$ cat src/hw/wcpd_cfg.svh
// Offsets, field positions, reset values and timing counts of the
// wait, chip-select and power-down control block.
// Assumes inclusion by bare name from the package and the design.
`ifndef WCPD_CFG_SVH
`define WCPD_CFG_SVH

// ----------------------------------------------------------------
// I/O port addresses
// ----------------------------------------------------------------
`define WCPD_PORT_WDT_MASTER  8'hF3
`define WCPD_PORT_WDT_CMD     8'hF4
`define WCPD_PORT_INDEX       8'hF5
`define WCPD_PORT_DATA        8'hF6
`define WCPD_ONCHIP_NIBBLE    4'hF
`define WCPD_WDT_KEY_HALT_POWER_MODE    8'h4D

// ----------------------------------------------------------------
// Indirect register indexes
// ----------------------------------------------------------------
`define WCPD_IDX_WAIT_CTL     8'h00
`define WCPD_IDX_WAIT_WINDOW  8'h01
`define WCPD_IDX_CS_BOUNDARY  8'h03
`define WCPD_IDX_MISC_CTL     8'h04
`define WCPD_IDX_MAX          8'h0C

// ----------------------------------------------------------------
// Reset values
// ----------------------------------------------------------------
`define WCPD_RST_WAIT_CTL     8'hFF
`define WCPD_RST_WAIT_WINDOW  8'hF0
`define WCPD_RST_CS_BOUNDARY  8'h0F
`define WCPD_RST_MISC_CTL     8'hFF
`define WCPD_RST_HALT_MODE    2'h3
`define WCPD_WDT_RESERVED     3'h3

// ----------------------------------------------------------------
// Field positions
// ----------------------------------------------------------------
`define WCPD_F_INTACK_HI      7
`define WCPD_F_INTACK_LO      6
`define WCPD_F_VEC_WAIT       5
`define WCPD_F_FETCH_EXT      4
`define WCPD_F_MEM_HI         3
`define WCPD_F_MEM_LO         2
`define WCPD_F_IO_HI          1
`define WCPD_F_IO_LO          0
`define WCPD_F_EOP_EN         0
`define WCPD_F_CS0_EN         1

// ----------------------------------------------------------------
// Timing counts
// ----------------------------------------------------------------
`define WCPD_BOOT_FETCHES     4'hF

`endif

$ cat src/hw/wcpd_pkg.sv
// Types shared by the wait, chip-select and power-down block.
// Assumes wcpd_cfg.svh is on the include path.
`include "wcpd_cfg.svh"

package wcpd_pkg;

   // ----------------------------------------------------------------
   // Bus cycle kinds
   // ----------------------------------------------------------------
   typedef enum logic [1:0] {
      WCPD_CYC_MEM    = 2'b00,
      WCPD_CYC_IO     = 2'b01,
      WCPD_CYC_FETCH  = 2'b10,
      WCPD_CYC_INTACK = 2'b11
   } wcpd_cyc_e;

   typedef enum logic [1:0] {
      WCPD_WS_IDLE = 2'b00,
      WCPD_WS_T2   = 2'b01,
      WCPD_WS_WAIT = 2'b10
   } wcpd_ws_e;

   typedef enum logic [1:0] {
      WCPD_HM_IDLE_ALL_CLOCKS_OFF = 2'b00,
      WCPD_HM_IDLE_TIMER_KEPT = 2'b01,
      WCPD_HM_STOP  = 2'b10,
      WCPD_HM_RUN   = 2'b11
   } wcpd_hm_e;

   // ----------------------------------------------------------------
   // Carriers
   // ----------------------------------------------------------------
   typedef struct packed {
      logic        start;
      wcpd_cyc_e   kind;
      logic [15:0] addr;
   } wcpd_bus_s;

   typedef struct packed {
      logic       rd;
      logic       wr;
      logic [7:0] addr;
      logic [7:0] wdata;
   } wcpd_io_s;

   typedef struct packed {
      logic osc;
      logic system_clock_output;
      logic core;
      logic parallel;
      logic serial;
      logic timer;
      logic watchdog;
   } wcpd_clk_s;

   typedef struct packed {
      logic [7:0] wait_ctl;
      logic [7:0] wait_window;
      logic [7:0] cs_boundary;
      logic [7:0] misc_ctl;
      logic [7:0] index;
      wcpd_hm_e   halt_mode;
      logic       key_armed;
      logic [3:0] fetch_cnt;
      logic       boot_done;
      logic       sw_wrote;
      logic       m1_prev_n;
      wcpd_ws_e   ws;
      logic [2:0] wait_cnt;
      logic [2:0] wait_len;
      logic       halted;
      logic       cs0_n;
      logic       cs1_n;
      logic       eop;
      logic [7:0] rdata;
   } wcpd_state_s;

endpackage : wcpd_pkg

$ cat src/hw/wcpd_ctl.sv
// Wait-state generator, memory wait window, two chip selects and
// halt power-down clock gating, with indirect register access.
// Assumes core bus cycle and I/O strobes synchronous to clk.
//
// Function
// RQ1: Vector wait bit adds one wait in interrupt acknowledge cycles.
// RQ2: Fetch extension bit adds one wait to every opcode fetch.
// RQ3: Memory wait field gives 0 to 3 waits on memory cycles.
// RQ4: I/O wait field gives 0 to 3 waits on external I/O.
// RQ5: On-chip I/O accesses always take zero waits.
// RQ6: Wait bits start all ones, clear after sixteenth fetch unless written.
// RQ7: Memory waits only apply inside the programmed wait window.
// RQ8: Upper select when address nibble above low and within high boundary.
// RQ9: Low select when nibble within low boundary and its enable set.
// RQ10: Chip select boundary resets to 0F.
// RQ11: Misc control register read/write, enables high after reset.
// RQ12: Halt status goes low at fourth T-state of halt fetch.
// RQ13: Core runs no-operation cycles while halted with clock running.
// RQ14: Run mode halting stops no clock.
// RQ15: First idle mode stops clock output and all unit clocks.
// RQ16: Second idle mode keeps timer and clock output running.
// RQ17: Stop mode halts oscillator, clock output and all clocks.
// RQ18: Halt mode field 00 idle_all_clocks_off, 01 idle_timer_kept, 10 stop, 11 run.
// RQ19: Software writes index port, then uses the data port.
// RQ20: Each wait stretches the cycle one clock between T2 and T3.
`timescale 1ns/1ps
`include "wcpd_cfg.svh"

module wcpd_ctl (
   // Clock and reset
   input  wire logic             clk,
   input  wire logic             nrst,
   // Core bus cycles
   input  wire wcpd_pkg::wcpd_bus_s bus,
   input  wire logic             io_request_strobe_n,
   input  wire logic             opcode_fetch_cycle_strobe_n,
   output logic                  wait_active,
   // Register port
   input  wire wcpd_pkg::wcpd_io_s io,
   output logic [7:0]            io_rdata,
   // Chip selects and misc outputs
   output logic                  low_region_select_n,
   output logic                  upper_region_select_n,
   input  wire logic             end_of_program_req,
   output logic                  end_of_program_output,
   output logic [7:0]            output_enables,
   // Halt
   input  wire logic             halt_t4,
   input  wire logic             halt_wake,
   output logic                  halt_status_n,
   output logic                  core_nop,
   // Clock gating
   output wcpd_pkg::wcpd_clk_s   clk_run,
   output logic [1:0]            halt_power_mode
);

   // ----------------------------------------------------------------
   // Decoding helpers
   // ----------------------------------------------------------------
   function automatic logic [2:0] wait_count(
      input logic [7:0]  wctl,
      input logic [7:0]  win,
      input wcpd_pkg::wcpd_bus_s b);
      logic [3:0] nib;
      logic       in_win;
      logic [2:0] mem;
      nib    = b.addr[15:12];
      in_win = (nib >= win[3:0]) && (nib <= win[7:4]);
      mem    = in_win ? {1'b0, wctl[`WCPD_F_MEM_HI:`WCPD_F_MEM_LO]} : 3'h0; // see RQ3, RQ7
      case (b.kind)
         wcpd_pkg::WCPD_CYC_MEM:    wait_count = mem; // see RQ3
         wcpd_pkg::WCPD_CYC_FETCH:  wait_count = mem + {2'h0, wctl[`WCPD_F_FETCH_EXT]}; // see RQ2
         wcpd_pkg::WCPD_CYC_IO:
            if (b.addr[7:4] == `WCPD_ONCHIP_NIBBLE)
               wait_count = 3'h0; // see RQ5
            else
               wait_count = {1'b0, wctl[`WCPD_F_IO_HI:`WCPD_F_IO_LO]}; // see RQ4
         wcpd_pkg::WCPD_CYC_INTACK:
            wait_count = {wctl[`WCPD_F_INTACK_HI:`WCPD_F_INTACK_LO], 1'b0}
                       + {2'h0, wctl[`WCPD_F_VEC_WAIT]}; // see RQ1
         default:                   wait_count = 3'h0;
      endcase
   endfunction : wait_count

   function automatic logic port_hit(input wcpd_pkg::wcpd_io_s p, input logic [7:0] a);
      port_hit = (p.addr == a);
   endfunction : port_hit

   // ----------------------------------------------------------------
   // State
   // ----------------------------------------------------------------
   wcpd_pkg::wcpd_state_s st_r;
   wcpd_pkg::wcpd_state_s st_nxt;
   logic [3:0]            nib;
   logic                  m1_trail;
   logic                  data_wr;

   assign nib      = bus.addr[15:12];
   assign m1_trail = !st_r.m1_prev_n && opcode_fetch_cycle_strobe_n;
   assign data_wr  = io.wr && port_hit(io, `WCPD_PORT_DATA);

   always_comb begin
      st_nxt           = st_r;
      st_nxt.m1_prev_n = opcode_fetch_cycle_strobe_n;

      // ----------------------------------------------------------------
      // Boot-time slow wait settings
      // ----------------------------------------------------------------
      if (m1_trail && !st_r.boot_done) begin
         if (st_r.fetch_cnt == `WCPD_BOOT_FETCHES) begin
            st_nxt.boot_done = 1'b1;
            if (!st_r.sw_wrote && !(data_wr && st_r.index == `WCPD_IDX_WAIT_CTL))
               st_nxt.wait_ctl = 8'h00; // see RQ6
         end else begin
            st_nxt.fetch_cnt = st_r.fetch_cnt + 4'h1; // see RQ6
         end
      end

      // ----------------------------------------------------------------
      // Register writes
      // ----------------------------------------------------------------
      if (io.wr) begin
         if (port_hit(io, `WCPD_PORT_INDEX) && io.wdata <= `WCPD_IDX_MAX)
            st_nxt.index = io.wdata; // see RQ19
         if (port_hit(io, `WCPD_PORT_WDT_CMD))
            st_nxt.key_armed = (io.wdata == `WCPD_WDT_KEY_HALT_POWER_MODE);
         if (port_hit(io, `WCPD_PORT_WDT_MASTER)) begin
            // Mode change needs the command key first, like the watchdog
            if (st_r.key_armed)
               st_nxt.halt_mode = wcpd_pkg::wcpd_hm_e'(io.wdata[4:3]); // see RQ18
            st_nxt.key_armed = 1'b0;
         end
         if (data_wr) begin
            case (st_r.index)
               `WCPD_IDX_WAIT_CTL: begin
                  st_nxt.wait_ctl = io.wdata;
                  st_nxt.sw_wrote = 1'b1; // see RQ6
               end
               `WCPD_IDX_WAIT_WINDOW: st_nxt.wait_window = io.wdata;
               `WCPD_IDX_CS_BOUNDARY: st_nxt.cs_boundary = io.wdata;
               `WCPD_IDX_MISC_CTL:    st_nxt.misc_ctl    = io.wdata; // see RQ11
               default:               st_nxt.misc_ctl    = st_r.misc_ctl;
            endcase
         end
      end

      // ----------------------------------------------------------------
      // Register reads
      // ----------------------------------------------------------------
      if (io.rd) begin
         if (port_hit(io, `WCPD_PORT_INDEX))
            st_nxt.rdata = st_r.index;
         else if (port_hit(io, `WCPD_PORT_WDT_MASTER))
            st_nxt.rdata = {3'h0, st_r.halt_mode, `WCPD_WDT_RESERVED};
         else if (port_hit(io, `WCPD_PORT_DATA)) begin
            case (st_r.index)
               `WCPD_IDX_WAIT_CTL:    st_nxt.rdata = st_r.wait_ctl;
               `WCPD_IDX_WAIT_WINDOW: st_nxt.rdata = st_r.wait_window;
               `WCPD_IDX_CS_BOUNDARY: st_nxt.rdata = st_r.cs_boundary;
               `WCPD_IDX_MISC_CTL:    st_nxt.rdata = st_r.misc_ctl; // see RQ11
               default:               st_nxt.rdata = 8'h00;
            endcase
         end else
            st_nxt.rdata = 8'h00;
      end

      // ----------------------------------------------------------------
      // Wait-state sequencer
      // ----------------------------------------------------------------
      // Cycle count is latched at T1 so a register write mid-cycle cannot
      // change the length of a cycle already under way.
      case (st_r.ws)
         wcpd_pkg::WCPD_WS_IDLE: begin
            if (bus.start) begin
               st_nxt.ws       = wcpd_pkg::WCPD_WS_T2;
               st_nxt.wait_len = wait_count(st_r.wait_ctl, st_r.wait_window, bus);
            end
         end
         wcpd_pkg::WCPD_WS_T2: begin
            if (st_r.wait_len == 3'h0)
               st_nxt.ws = wcpd_pkg::WCPD_WS_IDLE;
            else begin
               st_nxt.ws       = wcpd_pkg::WCPD_WS_WAIT; // see RQ20
               st_nxt.wait_cnt = st_r.wait_len;
            end
         end
         wcpd_pkg::WCPD_WS_WAIT: begin
            st_nxt.wait_cnt = st_r.wait_cnt - 3'h1; // see RQ20
            if (st_r.wait_cnt == 3'h1)
               st_nxt.ws = wcpd_pkg::WCPD_WS_IDLE;
         end
         default: st_nxt.ws = wcpd_pkg::WCPD_WS_IDLE;
      endcase

      // ----------------------------------------------------------------
      // Chip selects
      // ----------------------------------------------------------------
      st_nxt.cs0_n = !(st_r.misc_ctl[`WCPD_F_CS0_EN]
                       && nib <= st_r.cs_boundary[3:0]); // see RQ9
      st_nxt.cs1_n = !(nib > st_r.cs_boundary[3:0]
                       && nib <= st_r.cs_boundary[7:4]); // see RQ8

      // ----------------------------------------------------------------
      // End of program output
      // ----------------------------------------------------------------
      st_nxt.eop   = end_of_program_req && st_r.misc_ctl[`WCPD_F_EOP_EN]; // see RQ11

      // ----------------------------------------------------------------
      // Halt
      // ----------------------------------------------------------------
      if (halt_t4)
         st_nxt.halted = 1'b1; // see RQ12
      else if (halt_wake)
         st_nxt.halted = 1'b0;
   end

   always_ff @(posedge clk or negedge nrst) begin
      if (!nrst) begin
         st_r.wait_ctl    <= `WCPD_RST_WAIT_CTL; // see RQ6
         st_r.wait_window <= `WCPD_RST_WAIT_WINDOW;
         st_r.cs_boundary <= `WCPD_RST_CS_BOUNDARY; // see RQ10
         st_r.misc_ctl    <= `WCPD_RST_MISC_CTL; // see RQ11
         st_r.index       <= 8'h00;
         st_r.halt_mode   <= wcpd_pkg::wcpd_hm_e'(`WCPD_RST_HALT_MODE); // see RQ18
         st_r.key_armed   <= 1'b0;
         st_r.fetch_cnt   <= 4'h0;
         st_r.boot_done   <= 1'b0;
         st_r.sw_wrote    <= 1'b0;
         st_r.m1_prev_n   <= 1'b1;
         st_r.ws          <= wcpd_pkg::WCPD_WS_IDLE;
         st_r.wait_cnt    <= 3'h0;
         st_r.wait_len    <= 3'h0;
         st_r.halted      <= 1'b0;
         st_r.cs0_n       <= 1'b1;
         st_r.cs1_n       <= 1'b1;
         st_r.eop         <= 1'b0;
         st_r.rdata       <= 8'h00;
      end else begin
         st_r <= st_nxt;
      end
   end

   // ----------------------------------------------------------------
   // Outputs
   // ----------------------------------------------------------------
   assign wait_active           = (st_r.ws == wcpd_pkg::WCPD_WS_WAIT); // see RQ20
   assign io_rdata              = st_r.rdata;
   assign low_region_select_n   = st_r.cs0_n;
   assign upper_region_select_n = st_r.cs1_n;
   assign end_of_program_output = st_r.eop;
   assign output_enables        = st_r.misc_ctl;
   assign halt_status_n         = !st_r.halted; // see RQ12
   assign halt_power_mode       = st_r.halt_mode;

   // ----------------------------------------------------------------
   // Clock gating
   // ----------------------------------------------------------------
   // Gate enables are levels; the clock generator stops each at its low phase.
   always_comb begin
      clk_run = '1; // see RQ14
      if (st_r.halted) begin
         case (st_r.halt_mode)
            wcpd_pkg::WCPD_HM_IDLE_ALL_CLOCKS_OFF: begin
               clk_run.osc      = 1'b1; // see RQ15
               clk_run.system_clock_output   = 1'b0;
               clk_run.core     = 1'b0;
               clk_run.parallel = 1'b0;
               clk_run.serial   = 1'b0;
               clk_run.timer    = 1'b0;
               clk_run.watchdog = 1'b0;
            end
            wcpd_pkg::WCPD_HM_IDLE_TIMER_KEPT: begin
               clk_run.osc      = 1'b1; // see RQ16
               clk_run.system_clock_output   = 1'b1;
               clk_run.core     = 1'b0;
               clk_run.parallel = 1'b0;
               clk_run.serial   = 1'b0;
               clk_run.timer    = 1'b1;
               clk_run.watchdog = 1'b0;
            end
            wcpd_pkg::WCPD_HM_STOP: begin
               clk_run.osc      = 1'b0; // see RQ17
               clk_run.system_clock_output   = 1'b0;
               clk_run.core     = 1'b0;
               clk_run.parallel = 1'b0;
               clk_run.serial   = 1'b0;
               clk_run.timer    = 1'b0;
               clk_run.watchdog = 1'b0;
            end
            default:                clk_run = '1; // see RQ14
         endcase
      end
   end

   assign core_nop = st_r.halted && clk_run.core; // see RQ13

   // ----------------------------------------------------------------
   // Unused inputs
   // ----------------------------------------------------------------
   // io_request_strobe_n is carried for timing reference; acknowledge cycles are
   // flagged through bus.kind, and their waits are counted from bus.start.
   logic unused_ok;
   assign unused_ok = io_request_strobe_n;

endmodule : wcpd_ctl

$ cat config.mk
export PLATFORM = sky130hd
export DESIGN_NAME = wcpd_ctl
export DESIGN_NICKNAME = d
export VERILOG_FILES = /design/src/hw/wcpd_pkg.sv /design/src/hw/wcpd_ctl.sv
export VERILOG_INCLUDE_DIRS = /design/src /design/src/hw
export SDC_FILE = /design/constraint.sdc
export NUM_CORES = 1
export LEC_CHECK = 0
export ABC_CLOCK_PERIOD_IN_PS = 8100
export BUFFER_PORTS_ARGS = -buffer_cell sky130_fd_sc_hd__buf_4
export CAP_MARGIN = 20
export CORE_MARGIN = 4
export CORE_UTILIZATION = 60
export DETAILED_ROUTE_END_ITERATION = 8
export PLACE_DENSITY = 0.82
export SKIP_LAST_GASP = 1
export SYNTH_ARGS = -nofsm -noshare
export SYNTH_HDL_FRONTEND = slang
export SYNTH_SLANG_ARGS = --single-unit
$ cat constraint.sdc
create_clock -name clk -period 8.1 [get_ports clk]
set_clock_uncertainty 0.05 [all_clocks]
set_input_delay 0.405 -clock clk [delete_from_list [all_inputs] [get_ports clk]]
set_output_delay 0.405 -clock clk [all_outputs]
set_load 0.01 [all_outputs]
# [After elaboration in Yosys (flattened, before gate mapping)]
# Index checks and enable logic that the tools add are counted.
[word_totals] inputBits=44 elab_cells=119 out_inout_bits=31 register_bits=70
[op_classes] n_eq_ne=21 n_mux=30 add_sub_neg=4 n_reduce_logical=38 order_cmp=6 n_bitwise=1
[ops] op="$mux W8" count=11
[ops] op="$mux W43" count=1
[ops] op="$eq A8 B8 Y1 const B" count=4
[ops] op="$mux W32" count=1
[ops] op="$pmux W8 S4" count=1
[ops] op="$pmux W7 S3" count=1
[ops] op="$reduce_and A3 Y1" count=5
[ops] op="$reduce_and A2 Y1" count=7
[ops] op="$le A4 B4 Y1" count=3
[ops] op="$mux W2" count=6
[ops] op="$pmux W3 S4" count=1
[ops] op="$logic_and A1 B1 Y1" count=11
[ops] op="$eq A2 B2 Y1 const B" count=4
[ops] op="$eq A4 B4 Y1 const B" count=2
[ops] op="$eq A8 B1 Y1 const B" count=1
[ops] op="$eq A8 B2 Y1 const B" count=1
[ops] op="$eq A8 B3 Y1 const B" count=1
[ops] op="$eq A8 B7 Y1 const B" count=1
[ops] op="$le A8 B4 Y1 const B" count=1
[ops] op="$logic_not A8 Y1" count=1
[ops] op="$logic_not A1 Y1" count=7
[ops] op="$mux W7" count=1
[ops] op="$eq A2 B1 Y1 const B" count=3
[ops] op="$logic_not A2 Y1" count=3
[ops] op="16 further kinds" count=22

# [Longest topological paths before layout]
# Gate-level depths: netlist of the first run.
[logic_depth] depth_word=11 mapped_depth=12 depth_no_buf=12

# [Least setup slack after synthesis of the first run]
# OpenSTA, ideal clock, no wires.
[synth_path] kind="input -> register" startpoint="input bus[12] (netlist bit)" endpoint="register st_r[13] (netlist bit)" required_time_ns=7.920 path_stages=12 path_buffers=0 slack_ns=5.448 setup_ns=0.130 arrival_time_ns=2.472 cell_sequence="inv_1 ha_1 nand2b_1 a2111oi_0 nor4_1 and2_1 ha_1 ha_1 nor2b_1 o221ai_1 a22oi_1 o21ai_0"
[synth_between] elab_chain_len=5 word_cells_on_any_way=6 cone_classes="1 x add/sub; 2 x order compare; 2 x mux; 1 x reduce/logical"
[synth_rtl] element="start: declaration" line_no="wcpd_ctl.sv:34" rtl="input wire wcpd_pkg::wcpd_bus_s bus,"
[synth_rtl] element="$ge A4 B4 Y1 or $le A4 B4 Y1 (tied branches)" line_no="wcpd_ctl.sv:68" rtl="in_win = (nib >= win[3:0]) && (nib <= win[7:4]);"
[synth_rtl] element="$logic_and A1 B1 Y1 (*)" line_no="wcpd_ctl.sv:68"
[synth_rtl] element="$mux W2 (*)" line_no="wcpd_ctl.sv:69" rtl="mem = in_win ? {1'b0, wctl[`WCPD_F_MEM_HI:`WCPD_F_MEM_LO]} : 3'h0;"
[synth_rtl] element="$add A2 B1 Y3" line_no="wcpd_ctl.sv:72" rtl="wcpd_pkg::WCPD_CYC_FETCH: wait_count = mem + {2'h0, wctl[`WCPD_F_FETCH_EXT]};"
[synth_rtl] element="$pmux W3 S4 (*)" line_no="wcpd_ctl.sv:70" rtl="case (b.kind)"
[synth_rtl] element="end signal: assignment" line_no="wcpd_ctl.sv:239" rtl="st_r <= st_nxt;"
[synth_rtl] element="end: declaration" line_no="wcpd_ctl.sv:92" rtl="wcpd_pkg::wcpd_state_s st_r;"
# Every way passes the cells marked *; elsewhere a longest branch is shown, timed or not.
# A chain may end at the register's enable or synchronous reset.

# [Worst setup path after layout of the first run]
[layout_path] startpoint="register st_r[59] (netlist bit)" endpoint="register st_r[13] (netlist bit)"
[layout_between] elab_chain_len=5
[layout_rtl] element="$le A4 B4 Y1 (*)" line_no="wcpd_ctl.sv:68"
[layout_rtl] element="$logic_and A1 B1 Y1 (*)" line_no="wcpd_ctl.sv:68"
[layout_rtl] element="$mux W2 (*)" line_no="wcpd_ctl.sv:69"
[layout_rtl] element="$add A2 B1 Y3" line_no="wcpd_ctl.sv:72"
[layout_rtl] element="$pmux W3 S4 (*)" line_no="wcpd_ctl.sv:70"
# Marked as above.

==> results.py, run 1 <==
metrics = {
    "run_status": {
        "outcome": "complete, no violations",
    },
    "grt": {
        "grt_overflow": 0,
        "grt_pass1_vias": 3108,
        "grt_start_max_net_pins": 71,
        "antenna_found_initial": 0,
        "grt.total_usage_pct": 24.16,
        "grt_pass1_wl_um": 15650,
    },
    "logic_synthesis": {
        "synth_ff_type": "dfrtp_1",
        "async_reset_ff_share_pct": 100.0,
        "ys_types": 62,
        "yosysSeqAreaShare_pct": 43.73,
        "yosys_warnings": 0,
        "synthTopCellsByArea": "dfrtp_1, dfstp_2, mux2_2, ha_1, mux2i_1",
        "synth_edf_count": 0,
        "syn_nets": 441,
        "syn_area_mm2": 0.004089,
        "synth_cells": 376,
        "synth_area_leader_cell": "dfrtp_1",
        "syn_area_per_cell_um2": 10.87,
        "synth_top_area_share_pct": 25.09,
        "ys_ff_latch": 70,
    },
    "route": {
        "first_iter_violations": 201,
        "drc": 0,
        "wl_per_cell_um": 18.71,
        "vias": 2986,
        "viasPerCell": 5.948,
        "postRouteWirelength_um": 9394,
        "antenna_left": 0,
        "drt_pre_antenna_iters": 6,
    },
    "finish": {
        "diodes": 0,
        "final_common_cell": "buf_4",
        "nets": 485,
        "regArea_mm2": 0.001788,
        "fillers": 468,
        "fin_cells": 502,
        "drive_above_1_share_pct": 35.53,
        "multi_input_area_mm2": 0.001956,
        "final_cell_mix": "buf_4, dfrtp_1, inv_1",
        "syn2layout_area_growth_pct": 14.26,
    },
    "power_and_ir_drop": {
        "power_density_mw_per_mm2": 181.7,
        "finalPower_mw": 0.8489,
        "p_switching_mw": 0.2328,
        "ir_drop_mv": 0.1344,
        "combPwrFrac_pct": 15.5,
        "pwr-share-seq_pct": 48.0,
        "p_int_mw": 0.6160,
        "p_clk_share_pct": 36.5,
        "p_sw_share_pct": 27.43,
        "p_leak_nw": 2.140,
    },
    "run": {
        "drv_cap": 0,
    },
    "die": {
        "die_x_um": 90.55,
        "core_mm2": 0.006495,
        "die_h_um": 90.55,
        "dieArea_mm2": 0.008199,
        "rows": 29,
        "io-pin-count": 75,
        "initial_utilization_pct": 62.96,
    },
    "worst_hold_path": {
        "min_path_type": "in -> reg",
    },
    "timing": {
        "worst_pin_slew_ns": 0.8654,
        "rsz0062_at_grt": "no",
        "fin_crit_sh_pct": 37.94,
        "finalSetupViolations": 0,
        "maxSlewViolCount": 0,
        "hold_violations": 0,
        "max_freq_mhz": 325.4,
        "fin_tns_setup_ns": 0,
        "setup_slack_ns": 5.027,
        "relSlewSlack_pct": 42.31,
        "min_period_ns": 3.073,
    },
    "setup_path": {
        "r2r-start": "st_r[59]",
        "required_ns": 8.27,
        "r2r_setup_slack_ns": 5.03,
        "crit_fanout": 3,
        "worstSetupStartpointType": "register",
        "critPathKind": "reg -> reg",
        "cp-end-kind": "register",
        "r2r-end": "st_r[13]",
        "crit_arrival_ns": 3.25,
        "r2r_cells": 12,
        "crit_start": "st_r[59]",
        "crit_end": "st_r[13]",
    },
    "cts": {
        "clk_latency_ns": 0.35,
        "cts_made_buffers": 9,
        "postCtsSetupRepairBufs": 0,
        "root_buffer": "clkbuf_8",
        "clock-sinks": 70,
        "postCtsHoldBufs": 0,
        "clkTransAtPathRegs_ns": 0.07,
        "cts_tree": "yes",
        "cts_buffer_depth": 2,
        "htree_levels": 3,
        "cts_resized": 0,
    },
    "placed_design": {
        "port_buffers": 65,
        "place_inst": 486,
        "dp_hpwl_um": 6754,
        "place_ws_ns": 4.895,
        "gp_congestion": 0.8417,
    },
}
## critical path, cell delays in order (launching register included)
cell	delay [ns]
dfstp_2	0.57
inv_1	0.05
ha_1	0.29
nor2b_1	0.14
o2111a_1	0.23
nor4_1	0.42
and2_1	0.21
ha_1	0.16
ha_1	0.24
nor2b_1	0.13
o221ai_1	0.16
a22oi_1	0.18
o21ai_0	0.12
## synth_stat cells, types with 6 or more instances
| library cell | instances |
|---|---|
| a21oi_1 | 9 |
| a31oi_1 | 6 |
| and2_1 | 7 |
| buf_4 | 22 |
| clkbuf_1 | 6 |
| dfrtp_1 | 41 |
| dfstp_2 | 29 |
| ha_1 | 21 |
| inv_1 | 34 |
| mux2_2 | 24 |
| mux2_4 | 8 |
| mux2i_1 | 19 |
| nand2_1 | 17 |
| nand2b_1 | 7 |
| nand3b_1 | 7 |
| nor2_1 | 15 |
| nor2b_1 | 9 |
| o21ai_0 | 15 |
## sequential cells by signal, indices dropped and copies added, names as in the netlist
name,count
io_rdata,8
halt_power_mode,2
st_r,49
upper_region_select_n,1
output_enables,8
end_of_program_output,1
low_region_select_n,1
## power groups by stage
| stage | logic (mW) | clock network, mW | registers (mW) |
|---|---|---|---|
| after detailed placement | 0.133 | 0 | 0.413 |
| after global routing | 0.150 | 0.331 | 0.412 |
| final | 0.132 | 0.310 | 0.407 |
| after CTS | 0.133 | 0.314 | 0.407 |
| after global placement | 0.125 | 0 | 0.410 |
| after floorplan | 0.0844 | 0 | 0.405 |
## final cells by class
cell class / count / area share [%]
repair buffers: 65 / 10.44
multi-input cells: 239 / 41.86
inverters: 35 / 2.812
flip-flops and latches: 70 / 38.27
clock buffers: 9 / 2.651
clock inverters: 7 / 1.901
well taps: 77 / 2.062
## metrics by stage
stage,area (µm²),util (%),hold WS (ns)
after floorplan,4089,-,0.05941
after global placement,4459,68.66,0.3959
after detailed placement,4459,68.66,0.4206
after CTS,4672,71.93,0.1086
after global routing,4672,71.93,0.1035
final,4672,71.93,0.1166
## cells by family after synthesis
family	share of synthesized area (%)
simple gates	15.73
flops	43.73
buf+inv	8.445
compound gates	10.62
mux	14.20
fa+ha+maj	6.426
xor+xnor	0.8569
## routing by layer
metal / track usage (%) / vias to the layer above / routed length (µm)
met5: 0 / - / 0
met4: 9.694 / 0 / 192
met3: 4.833 / 20 / 449
met2: 40.21 / 93 / 4667
met1: 30.80 / 1457 / 4085
li1: - / 1416 / -
## worst min path at each step
stage	start	to	cells after the start
2_1_floorplan	nrst	end_of_program_output	0
3_3_place_gp	st_r[21]	st_r[21]	1
3_5_place_dp	st_r[22]	st_r[22]	1
4_1_cts	opcode_fetch_cycle_strobe_n	st_r[20]	1
5_1_grt	opcode_fetch_cycle_strobe_n	st_r[20]	1
6_report	opcode_fetch_cycle_strobe_n	st_r[20]	1
(Power assumes the default switching activity.)
==> run 2: changes to the inputs <==
Settings changed: ABC_CLOCK_PERIOD_IN_PS 8100 to 2800, CORE_UTILIZATION 60 to 51, PLACE_DENSITY 0.82 to 0.74.
Clock period 8.1 ns to 2.8 ns, I/O delays scaled along.
==> run 2 against run 1 <==
Sequential share of layout area shrank 2.0 points. Largest cell class unchanged. Hold slack lost 0.10 ns. Critical endpoint unchanged. Combinational power grew to 3.0 times the previous value. Critical path type unchanged. Final cell count grew 8.0%. Sequential power grew to 2.9 times the previous value.
==> results.py, run 2 (synthesis gave the netlist of run 1 again) <==
metrics = {
    "die": {
        "io-pin-count": 75,
        "dieArea_mm2": 0.009514,
        "core_mm2": 0.007767,
        "die_h_um": 97.54,
        "rows": 32,
        "initial_utilization_pct": 52.64,
        "die_x_um": 97.54,
    },
    "route": {
        "wl_per_cell_um": 16.85,
        "drt_pre_antenna_iters": 4,
        "drc": 0,
        "antenna_left": 0,
        "vias": 2999,
        "first_iter_violations": 130,
        "viasPerCell": 5.533,
        "postRouteWirelength_um": 9130,
    },
    "setup_path": {
        "worstSetupStartpointType": "register",
        "cpLargestDelayFamily": "simple AND/OR/NAND/NOR gates",
        "cp-end-kind": "register",
        "cp_cell_sequence": "inv_1 -> ha_4 -> nor2b_1 -> o2111a_1 -> nor4_4 -> and2_1 -> ha_1 -> ha_1 -> nor2b_1 -> o221ai_2 -> a22oi_1 -> o21ai_1",
        "r2r_setup_slack_ns": 0.18,
        "r2r_cells": 12,
        "cpPeakStageDelay_ns": 0.55,
        "cp.depth": 12,
        "required_ns": 2.98,
        "crit_arrival_ns": 2.80,
        "slowest_stage": "dfstp_2",
        "crit_fanout": 3,
        "critPathKind": "reg -> reg",
        "crit_buf_inv": 1,
    },
    "timing": {
        "relSlewSlack_pct": 40.52,
        "maxSlewViolCount": 0,
        "min_period_ns": 2.620,
        "rsz0062_at_grt": "no",
        "fin_crit_sh_pct": 93.56,
        "max_freq_mhz": 381.7,
        "worst_pin_slew_ns": 0.8922,
        "finalSetupViolations": 0,
        "hold_violations": 0,
    },
    "grt": {
        "grt_pass1_vias": 2979,
        "grt_overflow": 0,
        "grt_start_max_net_pins": 71,
        "antenna_found_initial": 0,
        "grt_pass1_wl_um": 15080,
        "grt.total_usage_pct": 19.88,
    },
    "placed_design": {
        "gp_congestion": 0.8804,
        "port_buffers": 65,
        "place_inst": 515,
        "dp_hpwl_um": 6645,
    },
    "finish": {
        "nets": 500,
        "final_common_cell": "buf_4",
        "largest_register_ffs": 49,
        "final_cell_mix": "buf_4, dfrtp_1, inv_1",
        "regMostFlops": "st_r",
        "fin_cells": 542,
        "drive_above_1_share_pct": 36.14,
        "fillers": 636,
        "syn2layout_area_growth_pct": 20.53,
        "diodes": 0,
    },
    "power_and_ir_drop": {
        "pwr-share-seq_pct": 45.7,
        "power_density_mw_per_mm2": 520.4,
        "finalPower_mw": 2.565,
        "p_clk_share_pct": 38.7,
        "ir_drop_mv": 0.3097,
        "p_int_mw": 1.897,
        "p_sw_share_pct": 26.04,
        "p_switching_mw": 0.6678,
        "combPwrFrac_pct": 15.6,
        "p_leak_nw": 2.221,
    },
    "worst_hold_path": {
        "holdPathStages": 3,
        "min_path_type": "in -> reg",
    },
    "cts": {
        "cts_tree": "yes",
        "clk_latency_ns": 0.35,
        "root_buffer": "clkbuf_8",
        "htree_levels": 3,
        "clkTransAtPathRegs_ns": 0.07,
        "clock-sinks": 70,
        "cts_made_buffers": 9,
        "cts_buffer_depth": 2,
        "postCtsSetupRepairBufs": 0,
    },
    "run": {
        "drv_cap": 0,
    },
    "run_status": {
        "outcome": "complete, no violations",
    },
}
[run 2: worst paths after layout]
kind	from	end
setup / recovery	st_r[59]	st_r[13]
hold / removal	io[3]	st_r[65]
setup reg to reg	st_r[59]	st_r[13]
hold reg to reg	st_r[22]	st_r[22]
max in group asynchronous	nrst	st_r[34]
min in group asynchronous	nrst	st_r[15]
[run 2: power by group through the flow]
stage	clock network (mW)	logic [mW]	registers [mW]
6_report	0.994	0.400	1.17
5_1_grt	1.06	0.455	1.18
4_1_cts	1.01	0.396	1.17
3_5_place_dp	0	0.383	1.19
3_3_place_gp	0	0.367	1.18
2_1_floorplan	0	0.244	1.17
[run 2: stage by stage]
step / instance area [µm²] / hold WS, ns / util (%) / setup TNS (ns) / worst slack [ns]
floorplan: 4089 / -0.2056 / - / 0 / 0.2677
global placement: 4521 / 0.2069 / 58.20 / 0 / 0.05158
detailed placement: 4521 / 0.2068 / 58.20 / -0.05442 / -0.05442
CTS: 4877 / 0.003758 / 62.79 / 0 / 0.003081
global route: 4928 / 0.01927 / 63.45 / 0 / 0.02610
finish: 4928 / 0.01328 / 63.45 / 0 / 0.1803
[run 2: routing by layer]
layer,wire (µm),global-route usage [%]
met1,4224,27.91
met2,4413,30.89
met3,396,4.451
met4,95,5.751
met5,0,0
[run 2: layout make-up]
cell class / instances / area (µm²) / area share, %
Multi-Input combinational cell: 239 / 2008 / 40.75
Clock buffer: 9 / 123.9 / 2.513
Inverter: 35 / 131.4 / 2.666
Tap cell: 102 / 127.6 / 2.589
Clock inverter: 7 / 121.4 / 2.463
Timing Repair Buffer: 80 / 628.1 / 12.74
Sequential cell: 70 / 1788 / 36.28
[run 2: tightest hold or removal path, cell delays in order]
cell	delay, ns
buf_4	0.15
inv_1	0.06
mux2i_1	0.06
[run 2: what timing repair did]
| item | 4_1_cts | 5_1_grt |
|---|---|---|
| hold buffers | 11 | 0 |
| endpoints found under the setup margin | 1 | 2 |
| endpoints found under the hold margin | 50 | 0 |
| resized for setup | 1 | 7 |
| pin swaps | 0 | 4 |
==> run 3: changes to the inputs <==
Settings changed: BUFFER_PORTS_ARGS -buffer_cell sky130_fd_sc_hd__buf_4 to -buffer_cell sky130_fd_sc_hd__buf_2, CELL_PAD_IN_SITES_DETAIL_PLACEMENT set to 0, CELL_PAD_IN_SITES_GLOBAL_PLACEMENT set to 1, CORE_UTILIZATION 51 to 40.
==> run 3 against run 2 <==
Hold slack improved by 0.0079 ns. Clock-buffer cell count rose by 4. Register-to-register slack got worse by 0.11 ns. Via count fell by 0.27%. Worst setup slack got worse by 0.11 ns. Critical endpoint unchanged. Largest power group unchanged. Highest routed layer unchanged.
==> results.py, run 3 (synthesis gave the netlist of run 1 again) <==
metrics = {
    "setup_path": {
        "critPathKind": "reg -> reg",
        "cp-end-kind": "register",
        "crit_fanout": 3,
        "crit_arrival_ns": 2.90,
        "worstSetupStartpointType": "register",
        "required_ns": 2.98,
        "r2r-start": "st_r[59]",
        "r2r_cells": 13,
        "r2r-end": "st_r[13]",
        "r2r_setup_slack_ns": 0.07,
    },
    "placed_design": {
        "port_buffers": 65,
        "place_inst": 550,
        "gp_congestion": 0.8392,
        "dpl_cell_area_mm2": 0.004439,
        "place_ws_ns": -0.06954,
        "dp_hpwl_um": 7209,
    },
    "power_and_ir_drop": {
        "finalPower_mw": 2.327,
        "ir_drop_mv": 0.2064,
        "p_int_mw": 1.672,
        "p_sw_share_pct": 28.16,
        "p_leak_nw": 2.149,
        "combPwrFrac_pct": 16.4,
        "pwr-share-seq_pct": 50.4,
        "p_switching_mw": 0.6552,
        "power_density_mw_per_mm2": 489.5,
        "p_clk_share_pct": 33.2,
    },
    "timing": {
        "hold_violations": 0,
        "relSlewSlack_pct": 41.83,
        "min_period_ns": 2.725,
        "fin_crit_sh_pct": 97.33,
        "hold_slack_ns": 0.02120,
        "max_freq_mhz": 366.9,
        "setup_slack_ns": 0.07477,
        "worst_pin_slew_ns": 0.8725,
        "fin_tns_setup_ns": 0,
        "finalSetupViolations": 0,
        "maxSlewViolCount": 0,
        "rsz0062_at_grt": "yes",
    },
    "die": {
        "die_h_um": 109.1,
        "io-pin-count": 75,
        "dieArea_mm2": 0.01190,
        "die_x_um": 109.1,
        "core_mm2": 0.009864,
        "initial_utilization_pct": 41.45,
        "rows": 36,
    },
    "route": {
        "drc": 0,
        "viasPerCell": 5.238,
        "antenna_left": 0,
        "postRouteWirelength_um": 9790,
        "drt_pre_antenna_iters": 5,
        "vias": 2991,
        "first_iter_violations": 96,
        "wl_per_cell_um": 17.15,
    },
    "finish": {
        "largest_register_ffs": 49,
        "stdcell_area_mm2": 0.004755,
        "nets": 498,
        "regMostFlops": "st_r",
        "drive_above_1_share_pct": 38.36,
        "fin_cells": 571,
        "final_cell_mix": "buf_2, dfrtp_1, inv_1",
        "fin_util_pct": 48.20,
        "diodes": 0,
        "syn2layout_area_growth_pct": 16.28,
        "final_common_cell": "buf_2",
    },
    "cts": {
        "cts_tree": "yes",
        "htree_levels": 3,
        "cts_made_buffers": 9,
        "clkTransAtPathRegs_ns": 0.08,
        "clk_latency_ns": 0.34,
        "clock-sinks": 70,
        "root_buffer": "clkbuf_8",
        "cts_buffer_depth": 2,
    },
    "run": {
        "drv_cap": 0,
    },
    "grt": {
        "grt_start_max_net_pins": 37,
        "antenna_found_initial": 0,
        "grt.total_usage_pct": 16.99,
        "grt_overflow": 0,
        "grt_pass1_wl_um": 15440,
        "grt_pass1_vias": 2973,
    },
    "worst_hold_path": {
        "hold_start": "io[7]",
        "min_path_type": "in -> reg",
        "holdPathStages": 3,
        "hold_end": "st_r[69]",
    },
    "run_status": {
        "outcome": "complete, no violations",
    },
}
[run 3: cell type report]
cell class                 count  area [µm²]
inverter                      35       131.4
timing repair buffer          78       447.9
clock inverter                 3       17.52
sequential                    70        1788
clock buffer                  13       168.9
multi-input combinational    239        2034
fill                         900        5110
tap                          133       166.4
[run 3: routing by layer]
metal	global-route usage (%)	vias up	wire length, µm
li1	-	1442	-
met1	24.14	1489	4588
met2	26.23	56	4705
met3	3.316	4	415
met4	4.959	0	80
met5	0	-	0
[run 3: worst max path at each step]
stage               startpoint        to  cells past startpoint
global placement      st_r[54]  st_r[13]                     12
global route          st_r[59]  st_r[13]                     13
CTS                   st_r[59]  st_r[13]                     13
detailed placement    st_r[54]  st_r[13]                     12
finish                st_r[59]  st_r[13]                     13
floorplan             st_r[54]  st_r[13]                     11
[run 3: worst max-delay path, stage by stage, from the launching register on]
cell      delay [ns]
dfstp_2         0.55
inv_2           0.05
ha_4            0.21
nor2b_1         0.12
o2111a_1        0.27
nor4_2          0.27
buf_4           0.16
and2_4          0.15
ha_4            0.13
ha_4            0.19
nor2b_2         0.11
o221ai_2        0.11
a22oi_2         0.16
o21ai_1         0.08
[run 3: power by group through the flow]
stage	Clock, mW	Sequential, mW	Combinational (mW)
2_1_floorplan	0	1.17	0.244
3_3_place_gp	0	1.19	0.356
3_5_place_dp	0	1.19	0.371
4_1_cts	0.787	1.17	0.377
5_1_grt	0.827	1.19	0.437
6_report	0.773	1.17	0.382
[run 3: what timing repair did]
action / in CTS / in global routing
endpoints found under the hold margin: 27 / 0
pin swaps: 0 / 4
buffers inserted: 0 / 0
gates resized for setup: 2 / 12
endpoints found under the setup margin: 1 / 2
hold buffers: 5 / 0
